## config.mk

```make
export PLATFORM = sky130hd
export DESIGN_NAME = ict_sequencer
export DESIGN_NICKNAME = d
export VERILOG_FILES = /design/src/ict_pkg.sv /design/src/ict_sync.sv /design/src/ict_counter.sv /design/src/ict_sequencer.sv
export SDC_FILE = /design/constraint.sdc
export NUM_CORES = 1
export LEC_CHECK = 0
export BUFFER_PORTS_ARGS = -buffer_cell sky130_fd_sc_hd__buf_2
export CAP_MARGIN = 25
export CORE_UTILIZATION = 59
export CTS_CLUSTER_SIZE = 30
export DETAILED_ROUTE_END_ITERATION = 12
export PLACE_DENSITY = 0.82
export SLEW_MARGIN = 20
export SYNTH_ARGS = -nofsm -noshare
export SYNTH_HDL_FRONTEND = slang
export SYNTH_SLANG_ARGS = --single-unit
```

## constraint.sdc

```tcl
create_clock -name mclk -period 5.2 [get_ports mclk]
set_clock_uncertainty 0.15 [all_clocks]
set_input_delay 0.26 -clock mclk [delete_from_list [all_inputs] [get_ports mclk]]
set_output_delay 0.26 -clock mclk [all_outputs]
set_load 0.03 [all_outputs]
```

## src/ict_pkg.sv

```systemverilog
// Constants for the instruction cycle timing sequencer.
// Assumes one clock domain; all figures are processor clock periods and bus cycles.
package ict_pkg;

   // Operation classes requested by the decoder
   typedef enum logic [5:0] {
      ICT_JUMP, ICT_CALL, ICT_BLK_M2R, ICT_BLK_R2M,
      ICT_XADD_REG, ICT_XADD_MEM, ICT_MCMP, ICT_DADD_REG, ICT_DADD_MEM,
      ICT_LOGIC_ST, ICT_BND, ICT_MOVE_TO_ST, ICT_RESET_INSN, ICT_XRET, ICT_RTS, ICT_STOP,
      ICT_LINK, ICT_UNLINK, ICT_USTK_MOVE, ICT_NOP, ICT_SWAP,
      ICT_PERI_R2M, ICT_PERI_M2R,
      ICT_ADDR_ERR, ICT_BUS_ERR, ICT_INTERRUPT, ICT_DIV_ZERO, ICT_ILLEGAL, ICT_PRIV, ICT_TRACE,
      ICT_TRAP, ICT_BND_TRAP, ICT_OVF_TAKEN, ICT_OVF_NOT
   } ict_op_type;

   localparam logic [7:0] ICT_JUMP_CLK      = 8'h08;
   localparam logic [7:0] ICT_CALL_CLK      = 8'h10;
   localparam logic [7:0] ICT_MM_M2R_BASE   = 8'h0C;
   localparam logic [7:0] ICT_MM_R2M_BASE   = 8'h08;
   localparam logic [7:0] ICT_MM_WORD_STEP  = 8'h04;
   localparam logic [7:0] ICT_MM_LONG_STEP  = 8'h08;
   localparam logic [7:0] ICT_X_REG_BW      = 8'h04;
   localparam logic [7:0] ICT_X_REG_L       = 8'h08;
   localparam logic [7:0] ICT_X_MEM_BW      = 8'h12;
   localparam logic [7:0] ICT_X_MEM_L       = 8'h1E;
   localparam logic [7:0] ICT_MCMP_BW       = 8'h0C;
   localparam logic [7:0] ICT_MCMP_L        = 8'h14;
   localparam logic [7:0] ICT_BCD_REG       = 8'h06;
   localparam logic [7:0] ICT_BCD_MEM       = 8'h12;
   localparam logic [7:0] ICT_LOGIC_SR_CLK  = 8'h14;
   localparam logic [7:0] ICT_BND_CLK       = 8'h0A;
   localparam logic [7:0] ICT_TO_ST_CLK     = 8'h0C;
   localparam logic [7:0] ICT_RESET_CLK     = 8'h84;
   localparam logic [7:0] ICT_XRET_CLK      = 8'h14;
   localparam logic [7:0] ICT_RTS_CLK       = 8'h10;
   localparam logic [7:0] ICT_SHORT_CLK     = 8'h04;
   localparam logic [7:0] ICT_LINK_CLK      = 8'h10;
   localparam logic [7:0] ICT_UNLINK_CLK    = 8'h0C;
   localparam logic [7:0] ICT_PERI_W_CLK    = 8'h10;
   localparam logic [7:0] ICT_PERI_L_CLK    = 8'h18;
   localparam logic [7:0] ICT_BUSERR_CLK    = 8'h32;
   localparam logic [7:0] ICT_INTR_CLK      = 8'h2C;
   localparam logic [7:0] ICT_DIVZ_CLK      = 8'h2A;
   localparam logic [7:0] ICT_ILL_CLK       = 8'h22;
   localparam logic [7:0] ICT_TRAP_CLK      = 8'h26;
   localparam logic [7:0] ICT_CHKTRAP_CLK   = 8'h2C;
   localparam logic [7:0] ICT_STARTUP_CLK   = 8'h28;
   localparam logic [3:0] ICT_STARTUP_RD    = 4'h6;

endpackage : ict_pkg

```

## src/ict_sync.sv

```systemverilog
// Two-flop synchroniser for one pin level.
// Assumes the pin is asynchronous to mclk.
`timescale 1ns/1ps
`default_nettype none
module ict_sync
(
   input  wire  logic mclk,
   input  wire  logic rst,
   input  wire  logic pin,
   output logic       level
);
   typedef struct packed { logic s1; logic s2; } ict_sync_type;
   ict_sync_type st_q;
   ict_sync_type st_d;

   // First stage feeds only the second
   always_comb
   begin
      st_d    = st_q;
      st_d.s1 = pin;
      st_d.s2 = st_q.s1;
   end

   always_ff @(posedge mclk)
   begin
      if (rst)
         st_q <= '0;
      else
         st_q <= st_d;
   end

   assign level = st_q.s2;
endmodule : ict_sync
`default_nettype wire

```

## src/ict_counter.sv

```systemverilog
// Down counter of clock periods for one operation.
// Assumes load and the count come from the same clock domain.
`timescale 1ns/1ps
`default_nettype none
module ict_counter
(
   input  wire  logic       mclk,
   input  wire  logic       rst,
   input  wire  logic       load,
   input  wire  logic [9:0] value,
   output logic             busy,
   output logic             last
);
   typedef struct packed { logic [9:0] cnt; } ict_counter_type;
   ict_counter_type st_q;
   ict_counter_type st_d;

   // Load wins; otherwise count down to zero
   always_comb
   begin
      st_d = st_q;
      if (load)
         st_d.cnt = value;
      else if (st_q.cnt != 10'h000)
         st_d.cnt = st_q.cnt - 10'h001;
   end

   always_ff @(posedge mclk)
   begin
      if (rst)
         st_q <= '0;
      else
         st_q <= st_d;
   end

   assign busy = (st_q.cnt != 10'h000);
   assign last = (st_q.cnt == 10'h001);
endmodule : ict_counter
`default_nettype wire

```

## src/ict_sequencer.sv

```systemverilog
// Instruction cycle timing sequencer: given an operation class, runs it for its clock count
// and its bus read and write cycle counts, then reports done.
// Assumes the decoder holds op fields while start is high; bus answers with no wait states.
// Notes on behaviour
// - jump takes 8 clocks 2 reads; subroutine jump 16 clocks 2 reads 2 writes.
// - register block move: from memory 12 plus 4n/8n; to memory 8 plus 4n/8n.
// - index register size never changes execution time.
// - extended add/subtract 4 or 8 register; memory 18 (3/1) or long 30 (5/2).
// - memory compare postincrement 12 (3/0), long 20 (5/0).
// - decimal add/subtract 6 (1/0) register, 18 (3/1) memory.
// - logical immediate to condition byte or status word 20 clocks, three reads.
// - memory operands add address calculation; bounds 10 (1/0), status moves 12 (1/0).
// - reset 132 (1/0), exception return 20 (5/0), return 16 (4/0), stop 4 (0/0).
// - frame link 16 (2/2), unlink 12 (3/0); stack pointer, nop, swap 4 (1/0).
// - peripheral moves: to memory 16 (2/2) or 24 (2/4); from 16 (4/0) or 24 (6/0).
// - address or bus error exception 50 clocks, four reads, seven writes.
// - interrupt exception 44 (5/3), assuming four-clock acknowledge cycle.
// - after reset and halt negate, execution starts 40 clocks later, six reads.
// - divide by zero 42 (5/3); illegal, privilege, trace 34 (4/3); trap 38 (4/3).
// - trapping bounds 44 (5/3) plus address time; overflow trap 34 taken, 4 (1/0) not.
`timescale 1ns/1ps
`default_nettype none
module ict_sequencer
(
   input  wire  logic              mclk,
   input  wire  logic              rst,
   input  wire  logic              reset_pin_n,
   input  wire  logic              halt_pin_n,
   input  wire  logic              start,
   input  wire  ict_pkg::ict_op_type op,
   input  wire  logic              long_size,
   input  wire  logic [4:0]        reg_count,
   input  wire  logic              index_long,
   input  wire  logic [7:0]        ea_clocks,
   input  wire  logic [3:0]        ea_reads,
   output logic                    busy,
   output logic                    done,
   output logic                    running,
   output logic [9:0]              clocks_total,
   output logic [5:0]              reads_total,
   output logic [3:0]              writes_total
);
   typedef enum { ICT_IDLE_HOLD, ICT_STARTUP, ICT_READY, ICT_EXEC } ict_state_type;

   typedef struct packed {
      ict_state_type st;
      logic          busy;
      logic          done;
      logic          running;
      logic [9:0]    clk;
      logic [5:0]    rd;
      logic [3:0]    wr;
   } ict_seq_type;

   ict_seq_type s_q;
   ict_seq_type s_d;

   logic       rst_lvl_n;
   logic       halt_lvl_n;
   logic       cnt_load;
   logic [9:0] cnt_value;
   logic       cnt_busy;
   logic       cnt_last;
   logic [7:0] base;
   logic [5:0] rd;
   logic [3:0] wr;
   logic       add_ea;
   logic [9:0] step;
   logic [5:0] rstep;
   logic [3:0] wstep;

   ////////////////////////////////////////////////////////////////////////////////
   // Pin inputs
   ict_sync u_sync_reset
   (
      .mclk  (mclk),
      .rst   (rst),
      .pin   (reset_pin_n),
      .level (rst_lvl_n)
   );

   ict_sync u_sync_halt
   (
      .mclk  (mclk),
      .rst   (rst),
      .pin   (halt_pin_n),
      .level (halt_lvl_n)
   );

   ict_counter u_cnt
   (
      .mclk  (mclk),
      .rst   (rst),
      .load  (cnt_load),
      .value (cnt_value),
      .busy  (cnt_busy),
      .last  (cnt_last)
   );

   ////////////////////////////////////////////////////////////////////////////////
   // Timing table: base clocks and bus cycles per class
   // index_long is read nowhere: indexed modes cost the same either way
   always_comb
   begin
      base   = ict_pkg::ICT_SHORT_CLK;
      rd     = 6'h01;
      wr     = 4'h0;
      add_ea = 1'b0;
      step   = 10'h000;
      rstep  = 6'h00;
      wstep  = 4'h0;
      case (op)
         ict_pkg::ICT_JUMP:       begin base = ict_pkg::ICT_JUMP_CLK; rd = 6'h02; end
         ict_pkg::ICT_CALL:       begin base = ict_pkg::ICT_CALL_CLK; rd = 6'h02; wr = 4'h2; end
         ict_pkg::ICT_BLK_M2R:
         begin
            base  = ict_pkg::ICT_MM_M2R_BASE;
            rd    = 6'h03;
            step  = long_size ? {2'b00, ict_pkg::ICT_MM_LONG_STEP} : {2'b00, ict_pkg::ICT_MM_WORD_STEP};
            rstep = long_size ? 6'h02 : 6'h01;
         end
         ict_pkg::ICT_BLK_R2M:
         begin
            base  = ict_pkg::ICT_MM_R2M_BASE;
            rd    = 6'h02;
            step  = long_size ? {2'b00, ict_pkg::ICT_MM_LONG_STEP} : {2'b00, ict_pkg::ICT_MM_WORD_STEP};
            wstep = long_size ? 4'h2 : 4'h1;
         end
         ict_pkg::ICT_XADD_REG:   base = long_size ? ict_pkg::ICT_X_REG_L : ict_pkg::ICT_X_REG_BW;
         ict_pkg::ICT_XADD_MEM:
         begin
            base = long_size ? ict_pkg::ICT_X_MEM_L : ict_pkg::ICT_X_MEM_BW;
            rd   = long_size ? 6'h05 : 6'h03;
            wr   = long_size ? 4'h2 : 4'h1;
         end
         ict_pkg::ICT_MCMP:
         begin
            base = long_size ? ict_pkg::ICT_MCMP_L : ict_pkg::ICT_MCMP_BW;
            rd   = long_size ? 6'h05 : 6'h03;
         end
         ict_pkg::ICT_DADD_REG:   base = ict_pkg::ICT_BCD_REG;
         ict_pkg::ICT_DADD_MEM:   begin base = ict_pkg::ICT_BCD_MEM; rd = 6'h03; wr = 4'h1; end
         ict_pkg::ICT_LOGIC_ST:   begin base = ict_pkg::ICT_LOGIC_SR_CLK; rd = 6'h03; end
         ict_pkg::ICT_BND:        begin base = ict_pkg::ICT_BND_CLK; add_ea = 1'b1; end
         ict_pkg::ICT_MOVE_TO_ST: begin base = ict_pkg::ICT_TO_ST_CLK; add_ea = 1'b1; end
         ict_pkg::ICT_RESET_INSN: base = ict_pkg::ICT_RESET_CLK;
         ict_pkg::ICT_XRET:       begin base = ict_pkg::ICT_XRET_CLK; rd = 6'h05; end
         ict_pkg::ICT_RTS:        begin base = ict_pkg::ICT_RTS_CLK; rd = 6'h04; end
         ict_pkg::ICT_STOP:       rd = 6'h00;
         ict_pkg::ICT_LINK:       begin base = ict_pkg::ICT_LINK_CLK; rd = 6'h02; wr = 4'h2; end
         ict_pkg::ICT_UNLINK:     begin base = ict_pkg::ICT_UNLINK_CLK; rd = 6'h03; end
         ict_pkg::ICT_USTK_MOVE,
         ict_pkg::ICT_NOP,
         ict_pkg::ICT_SWAP,
         ict_pkg::ICT_OVF_NOT:    base = ict_pkg::ICT_SHORT_CLK;
         ict_pkg::ICT_PERI_R2M:
         begin
            base = long_size ? ict_pkg::ICT_PERI_L_CLK : ict_pkg::ICT_PERI_W_CLK;
            rd   = 6'h02;
            wr   = long_size ? 4'h4 : 4'h2;
         end
         ict_pkg::ICT_PERI_M2R:
         begin
            base = long_size ? ict_pkg::ICT_PERI_L_CLK : ict_pkg::ICT_PERI_W_CLK;
            rd   = long_size ? 6'h06 : 6'h04;
         end
         ict_pkg::ICT_ADDR_ERR,
         ict_pkg::ICT_BUS_ERR:    begin base = ict_pkg::ICT_BUSERR_CLK; rd = 6'h04; wr = 4'h7; end
         ict_pkg::ICT_INTERRUPT:  begin base = ict_pkg::ICT_INTR_CLK; rd = 6'h05; wr = 4'h3; end
         ict_pkg::ICT_DIV_ZERO:   begin base = ict_pkg::ICT_DIVZ_CLK; rd = 6'h05; wr = 4'h3; end
         ict_pkg::ICT_ILLEGAL,
         ict_pkg::ICT_PRIV,
         ict_pkg::ICT_TRACE:      begin base = ict_pkg::ICT_ILL_CLK; rd = 6'h04; wr = 4'h3; end
         ict_pkg::ICT_TRAP:       begin base = ict_pkg::ICT_TRAP_CLK; rd = 6'h04; wr = 4'h3; end
         ict_pkg::ICT_BND_TRAP:
         begin
            base   = ict_pkg::ICT_CHKTRAP_CLK;
            rd     = 6'h05;
            wr     = 4'h3;
            add_ea = 1'b1;
         end
         ict_pkg::ICT_OVF_TAKEN:  begin base = ict_pkg::ICT_ILL_CLK; rd = 6'h04; wr = 4'h3; end
         default:                 base = ict_pkg::ICT_SHORT_CLK;
      endcase
   end

   ////////////////////////////////////////////////////////////////////////////////
   // Totals: base plus per-register steps plus address time
   logic [9:0] tot_clk;
   logic [5:0] tot_rd;
   logic [3:0] tot_wr;
   logic       take;

   always_comb
   begin
      tot_clk = {2'b00, base}
              + 10'(step * {5'h00, reg_count})
              + (add_ea ? {2'b00, ea_clocks} : 10'h000);
      tot_rd  = rd + 6'(rstep * {1'b0, reg_count}) + (add_ea ? {2'b00, ea_reads} : 6'h00);
      tot_wr  = wr + 4'(wstep * reg_count[3:0]);
      take    = (s_q.st == ICT_READY) && start;
   end

   ////////////////////////////////////////////////////////////////////////////////
   // Counter load: startup sequence or an accepted operation
   always_comb
   begin
      cnt_load  = 1'b0;
      cnt_value = 10'h000;
      if ((s_q.st == ICT_IDLE_HOLD) && rst_lvl_n && halt_lvl_n)
      begin
         cnt_load  = 1'b1;
         cnt_value = {2'b00, ict_pkg::ICT_STARTUP_CLK};
      end
      else if (take)
      begin
         cnt_load  = 1'b1;
         cnt_value = tot_clk;
      end
   end

   ////////////////////////////////////////////////////////////////////////////////
   // Control state
   // Wait states are not modelled; the counts assume zero-wait bus answers
   always_comb
   begin
      s_d      = s_q;
      s_d.done = 1'b0;
      case (s_q.st)
         ICT_IDLE_HOLD:
         begin
            s_d.running = 1'b0;
            if (rst_lvl_n && halt_lvl_n)
            begin
               s_d.st   = ICT_STARTUP;
               s_d.busy = 1'b1;
               s_d.clk  = {2'b00, ict_pkg::ICT_STARTUP_CLK};
               s_d.rd   = {2'b00, ict_pkg::ICT_STARTUP_RD};
               s_d.wr   = 4'h0;
            end
         end
         ICT_STARTUP:
         begin
            if (cnt_last)
            begin
               s_d.st      = ICT_READY;
               s_d.busy    = 1'b0;
               s_d.done    = 1'b1;
               s_d.running = 1'b1;
            end
         end
         ICT_READY:
         begin
            if (take)
            begin
               s_d.st   = ICT_EXEC;
               s_d.busy = 1'b1;
               s_d.clk  = tot_clk;
               s_d.rd   = tot_rd;
               s_d.wr   = tot_wr;
            end
         end
         ICT_EXEC:
         begin
            if (cnt_last || !cnt_busy)
            begin
               s_d.st   = ICT_READY;
               s_d.busy = 1'b0;
               s_d.done = 1'b1;
            end
         end
         default: s_d.st = ICT_IDLE_HOLD;
      endcase
      // Reset or halt asserted again restarts the startup sequence
      if (!(rst_lvl_n && halt_lvl_n))
      begin
         s_d.st      = ICT_IDLE_HOLD;
         s_d.busy    = 1'b0;
         s_d.running = 1'b0;
         s_d.done    = 1'b0;
      end
   end

   always_ff @(posedge mclk)
   begin
      if (rst)
      begin
         s_q.st      <= ICT_IDLE_HOLD;
         s_q.busy    <= 1'b0;
         s_q.done    <= 1'b0;
         s_q.running <= 1'b0;
         s_q.clk     <= 10'h000;
         s_q.rd      <= 6'h00;
         s_q.wr      <= 4'h0;
      end
      else
         s_q <= s_d;
   end

   assign busy         = s_q.busy;
   assign done         = s_q.done;
   assign running      = s_q.running;
   assign clocks_total = s_q.clk;
   assign reads_total  = s_q.rd;
   assign writes_total = s_q.wr;
endmodule : ict_sequencer
`default_nettype wire

```

# Yosys cells after proc, flatten, opt, wreduce, memory -nomap -nowiden
# Index checks and enable logic that the tools add are counted.
classes:
  n_bitwise: 1
  n_reduce_logical: 36
  n_eq_ne: 38
  multipliers: 3
  n_mux: 35
  div: 0
  add_sub_neg: 6
  n_shift: 0
  n_lt_le_gt_ge: 0
ops:
  columns: ["cell", "n"]
  rows:
  - ["8-bit case mux with 17 select lines", 1]
  - ["32-bit case mux with 4 select lines", 1]
  - ["6-bit by 5-bit equality test with 1-bit output (second input constant)", 13]
  - ["32-bit by 2-bit equality test with 1-bit output (second input constant)", 2]
  - ["32-bit zero test", 2]
  - ["6-bit by 4-bit equality test with 1-bit output (second input constant)", 8]
  - ["10-bit 2-to-1 mux", 4]
  - ["20-bit 2-to-1 mux", 2]
  - ["20-bit case mux with 2 select lines", 1]
  - ["35-bit 2-to-1 mux", 1]
  - ["34-bit 2-to-1 mux", 1]
  - ["33-bit 2-to-1 mux", 1]
  - ["32-bit by 1-bit equality test with 1-bit output (second input constant)", 1]
  - ["32-bit by 3-bit equality test with 1-bit output (second input constant)", 1]
  - ["6-bit by 3-bit equality test with 1-bit output (second input constant)", 4]
  - ["4-bit 2-to-1 mux", 6]
  - ["3-bit case mux with 7 select lines", 1]
  - ["3-bit case mux with 6 select lines", 1]
  - ["2-bit OR reduction", 9]
  - ["8-bit OR reduction", 2]
  - ["6-bit by 2-bit equality test with 1-bit output (second input constant)", 2]
  - ["4-bit OR reduction", 3]
  - ["10-bit by 8-bit adder with 10-bit output", 1]
  - ["8-bit by 10-bit adder with 10-bit output", 1]
  - ["other kinds (31)", 50]
word_totals:
  reg_bits: 69
  mem_count: 0
  rom_bits: 0
  latch_bits: 0
  elab_cells: 131
  out_inout_bits: 23
  ram_bits: 0

# Longest topological paths before layout
# Gate-level depths: netlist (run 1).
depth:
  ltp_word: 9
  depth_mapped: 20
  depth_no_buf: 18

# Cells and area by module
# Synthesis (run 1) repeated with hierarchy kept, for this count alone.
hier_totals:
  hier_cells: 481
  hier_area_um2: 3918.8
by_module_without_submodules:
  columns: ["mod", "area_per_inst_um2", "instances", "cells_per_inst"]
  rows:
  - ["ict_sequencer", 3214.3, 1, 401]
  - ["ict_counter", 599.3, 1, 72]
  - ["ict_sync", 52.6, 2, 4]

# Worst setup path after synthesis (run 1)
# No wires, ideal clock.
synth_timing:
  path_kind: "input port to flip-flop"
  start: "input port op[2]"
  end: "register s_q, in the netlist reads_total[5]"
  path_slack_ns: 1.183
  arrival_ns: 3.804
  cell_stages: 15
  t_required_ns: 4.987
  path_buffers: 1
  setup_time_ns: 0.063
  path_cell_list: "buf_6 > or4b_4 > nor3_2 > and2_1 > nand2_1 > fa_1 > inv_1 > fa_1 > inv_1 > fa_1 > nand2b_1 > a21oi_1 > xnor2_1 > a2111oi_0 > nand3b_1"
synth_between:
  elab_chain_cells: 7
  elab_cells_between_ends: 42
  cone_classes: "2 x add/sub; 1 x mul; 26 x eq/ne; 6 x mux; 7 x reduce/logical"
synth_lines:
  columns: ["item", "line_no", "source"]
  rows:
  - ["start, declared", "ict_sequencer.sv:30", "input wire ict_pkg::ict_op_type op,"]
  - ["6-bit by 2-bit equality test with 1-bit output, or another cell as far along", "ict_sequencer.sv:112", "case (op)"]
  - ["2-bit 2-to-1 mux, or another cell as far along", "ict_sequencer.sv:112", null]
  - ["6-bit by 5-bit multiplier with 6-bit output, or another cell as far along", "ict_sequencer.sv:199", "tot_rd = rd + 6'(rstep * {1'b0, reg_count}) + (add_ea ? {2'b00, ea_reads} : 6'h00);"]
  - ["6-bit adder or 4-bit 2-to-1 mux (tied branches)", "ict_sequencer.sv:199", null]
  - ["6-bit by 4-bit adder with 6-bit output (*)", "ict_sequencer.sv:199", null]
  - ["20-bit 2-to-1 mux (*)", "ict_sequencer.sv:254", "if (take)"]
  - ["20-bit case mux with 2 select lines (*)", "ict_sequencer.sv:229", "case (s_q.st)"]
  - ["end, declared", "ict_sequencer.sv:55", "ict_seq_type s_q;"]
# Every way passes the cells marked *; elsewhere a longest branch is shown, timed or not. The select of a mux whose other input is x is not followed.
# A chain may end at the register's enable or synchronous reset.

# Worst setup path in the final report (run 1)
layout_timing:
  start: "input port op[3]"
  end: "register u_cnt.st_q[7] (netlist name)"
layout_between:
  elab_chain_cells: 9
  elab_cells_between_ends: 49
  cone_classes: "2 x add/sub; 1 x mul; 28 x eq/ne; 7 x mux; 11 x reduce/logical"
layout_lines:
  columns: ["item", "line_no", "source"]
  rows:
  - ["6-bit by 2-bit equality test with 1-bit output", "ict_sequencer.sv:112", null]
  - ["2-bit OR reduction (no line)", null, null]
  - ["4-bit 2-to-1 mux", null, null]
  - ["10-bit by 5-bit multiplier with 10-bit output", "ict_sequencer.sv:197", "+ 10'(step * {5'h00, reg_count})"]
  - ["8-bit by 10-bit adder with 10-bit output", "ict_sequencer.sv:197", null]
  - ["10-bit by 8-bit adder with 10-bit output (*)", "ict_sequencer.sv:198", "+ (add_ea ? {2'b00, ea_clocks} : 10'h000);"]
  - ["10-bit 2-to-1 mux (*)", "ict_sequencer.sv:215", "else if (take)"]
  - ["10-bit 2-to-1 mux (*)", "ict_sequencer.sv:210", "if ((s_q.st == ICT_IDLE_HOLD) && rst_lvl_n && halt_lvl_n)"]
  - ["10-bit 2-to-1 mux (*)", "ict_counter.sv:22", "if (load)"]
  - ["end signal, assigned", "ict_counter.sv:33", "st_q <= st_d;"]
  - ["end, declared", "ict_counter.sv:15", "ict_counter_type st_q;"]
# Every way passes the cells marked *; elsewhere a longest branch is shown, timed or not.

==> results.json, run 1 <==
{
  "status": "completed",
  "drive_above_1_share_pct": 14.5,
  "syn_to_final_growth_pct": 6.88,
  "timing.critical_path.buf_inv": 5,
  "fin_setup_tns_ns": 0,
  "via_count": 3418,
  "h-tree-depth": 2,
  "synth.avg_cell_area_um2": 7.64,
  "crit_path_end_kind": "flop",
  "ir_worst_vdd_mv": 0.254,
  "syn-num-nets": 577,
  "cts_root_buf": "clkbuf_8",
  "dieArea_mm2": 0.00673,
  "max_freq_mhz": 228,
  "cts-buffers-inserted": 5,
  "ys_types": 60,
  "portBuffers": 51,
  "rsz0062_at_grt": "no",
  "ctsResizeCount": 0,
  "row_count": 28,
  "initial_core_util_pct": 62.4,
  "avgRoutedWirePerCell_um": 14.9,
  "fin_nets": 592,
  "post_cts_buffers": 0,
  "drv_slew": 0,
  "drt_iter0_markers": 319,
  "critPathLaunchType": "input pin",
  "cts_hold_buf": 0,
  "overflow": 0,
  "worst_slew_pin_slew_ns": 0.809,
  "grt_max_degree": 34,
  "insertion_delay_ns": 0.29,
  "startpoint": "op[3]",
  "antenna_left": 0,
  "place_area_mm2": 0.00391,
  "clk_path_buf_depth": 2,
  "dp_slack_ns": 0.603,
  "synth_ff_type": "dfxtp_1",
  "setup_viol": 0,
  "period_share_pct": 84.4,
  "ys_seq_elements": 39,
  "hold_path_startpoint": "halt_pin_n",
  "ios": 53,
  "ys.warnings.count": 0,
  "power.leakage_uw": 0.00185,
  "seq_area_frac_synth_pct": 20.6,
  "final_cell_area_mm2": 0.00404,
  "cts_sinks": 39,
  "die_h_um": 82.1,
  "vias_per_cell": 5.83,
  "crit_arrival_ns": 4.44,
  "drc": 0,
  "max_stage_delay_ns": 0.42,
  "worst_slack_ns": 0.811,
  "track_usage_pct": 28.5,
  "critical_path_class": "input pin to flop",
  "clk_pin_slew_worst_paths_ns": 0.07,
  "cap_viol_max_count": 0,
  "synthesis.area_mm2": 0.00378,
  "async_reset_ff_share_pct": 0,
  "cp_cell_sequence": "buf_2 -> clkinv_1 -> o32ai_1 -> a21oi_1 -> o22ai_1 -> nand4_1 -> ha_1 -> ha_1 -> inv_1 -> fa_1 -> inv_1 -> ha_1 -> inv_1 -> fa_1 -> nand2b_1 -> a21oi_1 -> xor2_1 -> a32oi_1 -> o21ai_0",
  "routed_wl_um": 8740,
  "worstReg2RegStart": "u_cnt.st_q[0]",
  "dr.pass1.iters": 5,
  "hp-class": "input pin to flop",
  "die_w_um": 82.1,
  "cts_tree": "built",
  "grt_pass1_wl_um": 14600,
  "power_density_mw_per_mm2": 237,
  "slew_headroom_pct": 45.6,
  "coreArea_mm2": 0.00606,
  "synth-edff-count": 0,
  "synth_cells": 495,
  "cp_max_fo": 24,
  "required_ns": 5.25,
  "fin_crit_ns": 4.39,
  "crit_slowest_cell": "fa_1",
  "grt_pass1_vias": 3218,
  "globalplace.congestion": 0.882,
  "critical_path.top_delay_family": "adder cells",
  "diodes": 0,
  "hold_violations": 0,
  "fill_cells": 516,
  "hpwl_um": 6630,
  "antenna_found_initial": 0
}
## synthesized netlist by cell type (3+ instances only)
master | count | share of area [%]
buf_4 | 20 | 4.0
nand3b_1 | 4 | 0.79
nor2b_1 | 7 | 1.2
o32ai_1 | 3 | 0.70
nor2_1 | 45 | 4.5
a21o_1 | 3 | 0.60
o31ai_1 | 4 | 0.79
nand4b_1 | 4 | 0.93
nand2_1 | 54 | 5.4
nand4_1 | 3 | 0.50
o21ai_0 | 16 | 2.1
a31oi_1 | 4 | 0.66
a21oi_1 | 36 | 4.8
and2_1 | 18 | 3.0
a2bb2oi_1 | 3 | 0.70
ha_1 | 34 | 11
xor2_1 | 4 | 0.93
a32oi_1 | 3 | 0.70
buf_1 | 4 | 0.40
nand2b_1 | 6 | 0.99
a22oi_1 | 4 | 0.79
a211oi_1 | 9 | 1.8
nor3_1 | 17 | 2.3
nand3_1 | 12 | 1.6
dfxtp_1 | 39 | 21
nor4_1 | 5 | 0.83
mux2i_1 | 3 | 0.79
inv_1 | 47 | 4.7
clkbuf_1 | 20 | 2.0
xnor2_1 | 9 | 2.1
fa_1 | 18 | 9.5
## kinds of logic (layout without fill, tap and decap cells)
family	after synthesis	in the layout	share of synthesized area, %
multiplexers	4	4	1.09
buffers and inverters	95	111	11.7
adder cells (fa/ha/maj)	52	52	20.8
flip-flops	39	39	20.6
AO/OA/AOI/OAI	102	102	17.6
XOR/XNOR	13	13	3.01
AND/OR/NAND/NOR	190	190	25.1
## flip-flops by register name (all words and copies together), names as in the netlist, 2 cells and up
register	cells
clocks_total	10
reads_total	6
writes_total	4
s_q	2
u_cnt.st_q	10
## per-layer routing
layer / track usage, % / vias to the layer above / wire length [um]
met5: 0 / - / 0
met4: 8.77 / 0 / 173
met3: 4.33 / 17 / 387
met2: 48.3 / 96 / 4270
met1: 36.9 / 1599 / 3910
li1: - / 1706 / -
## per-stage QoR
step	utilization [%]	hold slack (ns)	instances	total power, uW
3_3_place_gp	64.3	0.284	577	646
2_1_floorplan	-	0.238	495	591
5_1_grt	66.7	0.0136	586	1020
4_1_cts	66.7	0.0175	586	957
6_report	66.7	0.0220	586	960
3_5_place_dp	64.5	0.279	578	657
## cell usage in the layout (no fill, tap or decap), types with 3 or more instances in the layout
cell type and count:
a211oi_1 9, a21o_1 3, a21oi_1 36, a22oi_1 4, a2bb2oi_1 3, a31oi_1 3
a32oi_1 3, and2_1 18, buf_2 51, buf_4 3, clkbuf_8 5, dfxtp_1 39
fa_1 18, ha_1 34, inv_1 47, mux2i_1 3, nand2_1 54, nand2b_1 6
nand3_1 12, nand3b_1 4, nand4_1 3, nand4b_1 4, nor2_1 45, nor2b_1 7
nor3_1 17, nor4_1 5, o21ai_0 16, o31ai_1 4, o32ai_1 3, xnor2_1 9
xor2_1 4
## power by group
part | total, uW | switching (uW) | internal [uW]
combinational | 308 | 179 | 128
clock | 299 | 107 | 192
sequential | 353 | 27.8 | 325
## path summary, 6_finish.rpt
kind | end | slack [ns] | cells past startpoint
worst min-delay path | u_sync_halt.st_d[0] | 0.02 | 2
worst max register to register | u_cnt.st_q[7] | 2.77 | 7
worst min register to register | u_sync_reset.level | 0.29 | 1
worst max-delay path | u_cnt.st_q[7] | 0.81 | 19
## final cells by class
type	count	area [um2]	share of cell area [%]
Tap cell	75	93.8	2.32
Multi-Input combinational cell	361	2560	63.5
Clock inverter	2	60.1	1.49
Sequential cell	39	781	19.3
Clock buffer	6	72.6	1.80
Inverter	48	180	4.46
Timing Repair Buffer	55	289	7.15
Power figures use the tool's default switching activity.
==> inputs of run 2 (changes only) <==
==> constraint.sdc (replaced) <==
create_clock -name mclk -period 4.35 [get_ports mclk]
set_clock_uncertainty 0.15 [all_clocks]
set_input_delay 0.2175 -clock mclk [delete_from_list [all_inputs] [get_ports mclk]]
set_output_delay 0.2175 -clock mclk [all_outputs]
set_load 0.03 [all_outputs]
==> run 2 against run 1 <==
Via count is 2.8% higher. Non-clock buffer count is 12 higher. Critical endpoint is now reads_total[5]. Clock-buffer cell count stayed put. Global-route usage is 0.054 points lower.
==> results.json, run 2 (synthesis results as in run 1) <==
{
  "status": "completed",
  "rr_worst_depth": 7,
  "clk_pin_slew_worst_paths_ns": 0.07,
  "vias_per_cell": 5.90,
  "dp_slack_ns": 0.0541,
  "avgRoutedWirePerCell_um": 15.1,
  "cp_max_fo": 6,
  "routed_wl_um": 8990,
  "dr.pass1.iters": 5,
  "slew_headroom_pct": 52.6,
  "final_common_cell": "nand2_1",
  "portBuffers": 51,
  "cts-buffers-inserted": 5,
  "whs_ns": 0.0548,
  "coreArea_mm2": 0.00606,
  "rr_endpoint": "u_cnt.st_q[5]",
  "crit_arrival_ns": 4.10,
  "place_inst": 588,
  "period_share_pct": 92.2,
  "drc": 0,
  "fin_setup_tns_ns": 0,
  "grt_pass1_vias": 3290,
  "ff2ff_setup_slack_ns": 2.03,
  "drive_above_1_share_pct": 15.7,
  "grt_max_degree": 34,
  "fin_nets": 604,
  "critical_path_class": "input pin to flop",
  "cts_sinks": 39,
  "ir_worst_vdd_mv": 0.277,
  "antenna_left": 0,
  "overflow": 0,
  "rsz0062_at_grt": "no",
  "final_cells": 596,
  "hp-class": "input pin to flop",
  "power.leakage_uw": 0.00189,
  "crit_path_end_kind": "flop",
  "dieArea_mm2": 0.00673,
  "drv_slew": 0,
  "track_usage_pct": 28.4,
  "drt_iter0_markers": 310,
  "worst_slack_ns": 0.341,
  "power_density_mw_per_mm2": 250,
  "worst_slew_pin_slew_ns": 0.704,
  "ios": 53,
  "required_ns": 4.44,
  "insertion_delay_ns": 0.29,
  "die_w_um": 82.1,
  "cts_root_buf": "clkbuf_8",
  "layout_common_cells": "nand2_1, buf_2, inv_1",
  "critPathLaunchType": "input pin",
  "cts_tree": "built",
  "h-tree-depth": 2,
  "max_freq_mhz": 249,
  "worstReg2RegStart": "u_cnt.st_q[0]",
  "clk_path_buf_depth": 2,
  "fill_cells": 527,
  "antenna_found_initial": 0,
  "row_count": 28,
  "syn_to_final_growth_pct": 8.27,
  "globalplace.congestion": 0.906,
  "setup.worst_path.end": "reads_total[5]",
  "setup_viol": 0,
  "grt_pass1_wl_um": 14600,
  "hpwl_um": 6860,
  "initial_core_util_pct": 62.4,
  "fin_crit_ns": 4.01,
  "cap_viol_max_count": 0,
  "via_count": 3514,
  "diodes": 0,
  "hold_violations": 0,
  "startpoint": "op[3]",
  "die_h_um": 82.1
}
run 2: changes by cell type in the layout (fill, tap and decap cells not counted), sizes merged:
cell	delta
buf	+10
bufinv	-2
dlygate4sd3	+2
run 2: timing repair:
item,CTS,global route
setup buffers,0,0
endpoints found under the hold margin,2,0
hold buffers,2,0
resized for setup,0,0
setup endpoints to repair,0,0
run 2: how the worst min path moves through the flow:
| stage | start | endpoint | slack [ns] | cells after the start |
|---|---|---|---|---|
| 3_5_place_dp | u_sync_reset.st_d[0] | u_sync_reset.level | 0.28 | 1 |
| 5_1_grt | ea_clocks[0] | clocks_total[0] | 0.07 | 3 |
| 6_report | ea_clocks[0] | clocks_total[0] | 0.05 | 3 |
| 3_3_place_gp | halt_pin_n | u_sync_halt.st_d[0] | 0.28 | 2 |
| 4_1_cts | ea_clocks[0] | clocks_total[0] | 0.05 | 3 |
| 2_1_floorplan | halt_pin_n | u_sync_halt.st_d[0] | 0.20 | 1 |
run 2: metal layers:
metal / track usage, % / up-vias / part of all wire [%]
li1: - / 1735 / -
met1: 36.6 / 1648 / 45
met2: 49.3 / 117 / 48
met3: 4.56 / 14 / 5.3
met4: 6.67 / 0 / 1.7
met5: 0 / - / 0
run 2: layout make-up:
type	instances	area, um2	share of cell area (%)
repair buffers	67	393	9.60
clock buffers	6	72.6	1.77
multi-input cells	361	2570	62.9
flip-flops and latches	39	781	19.1
inverters	48	180	4.40
well taps	75	93.8	2.29
run 2: power by group:
| group | total [uW] | internal (uW) | switching [uW] |
|---|---|---|---|
| clock network | 227 | 107 | 120 |
| registers | 422 | 389 | 32.8 |
| logic | 375 | 160 | 215 |
| total | 1020 | 656 | 368 |
run 2: stage by stage:
step | utilization (%) | total power [uW] | instance area, um2
finish | 67.5 | 1020 | 4090
global route | 67.5 | 1090 | 4090
CTS | 67.4 | 1020 | 4090
detailed placement | 65.9 | 793 | 3990
global placement | 65.9 | 779 | 3990
floorplan | - | 706 | 3780
run 2: critical path: stages:
cell and delay [ns]:
buf_2 0.14, or4b_4 0.58, nor3_2 0.21, and2_1 0.23, nand2_1 0.10, fa_1 0.51, fa_1 0.49, inv_1 0.07
ha_1 0.16, inv_1 0.05, fa_1 0.38, nand2b_1 0.16, a21oi_1 0.17, xnor2_1 0.10, a2111oi_0 0.38, nand3b_1 0.15
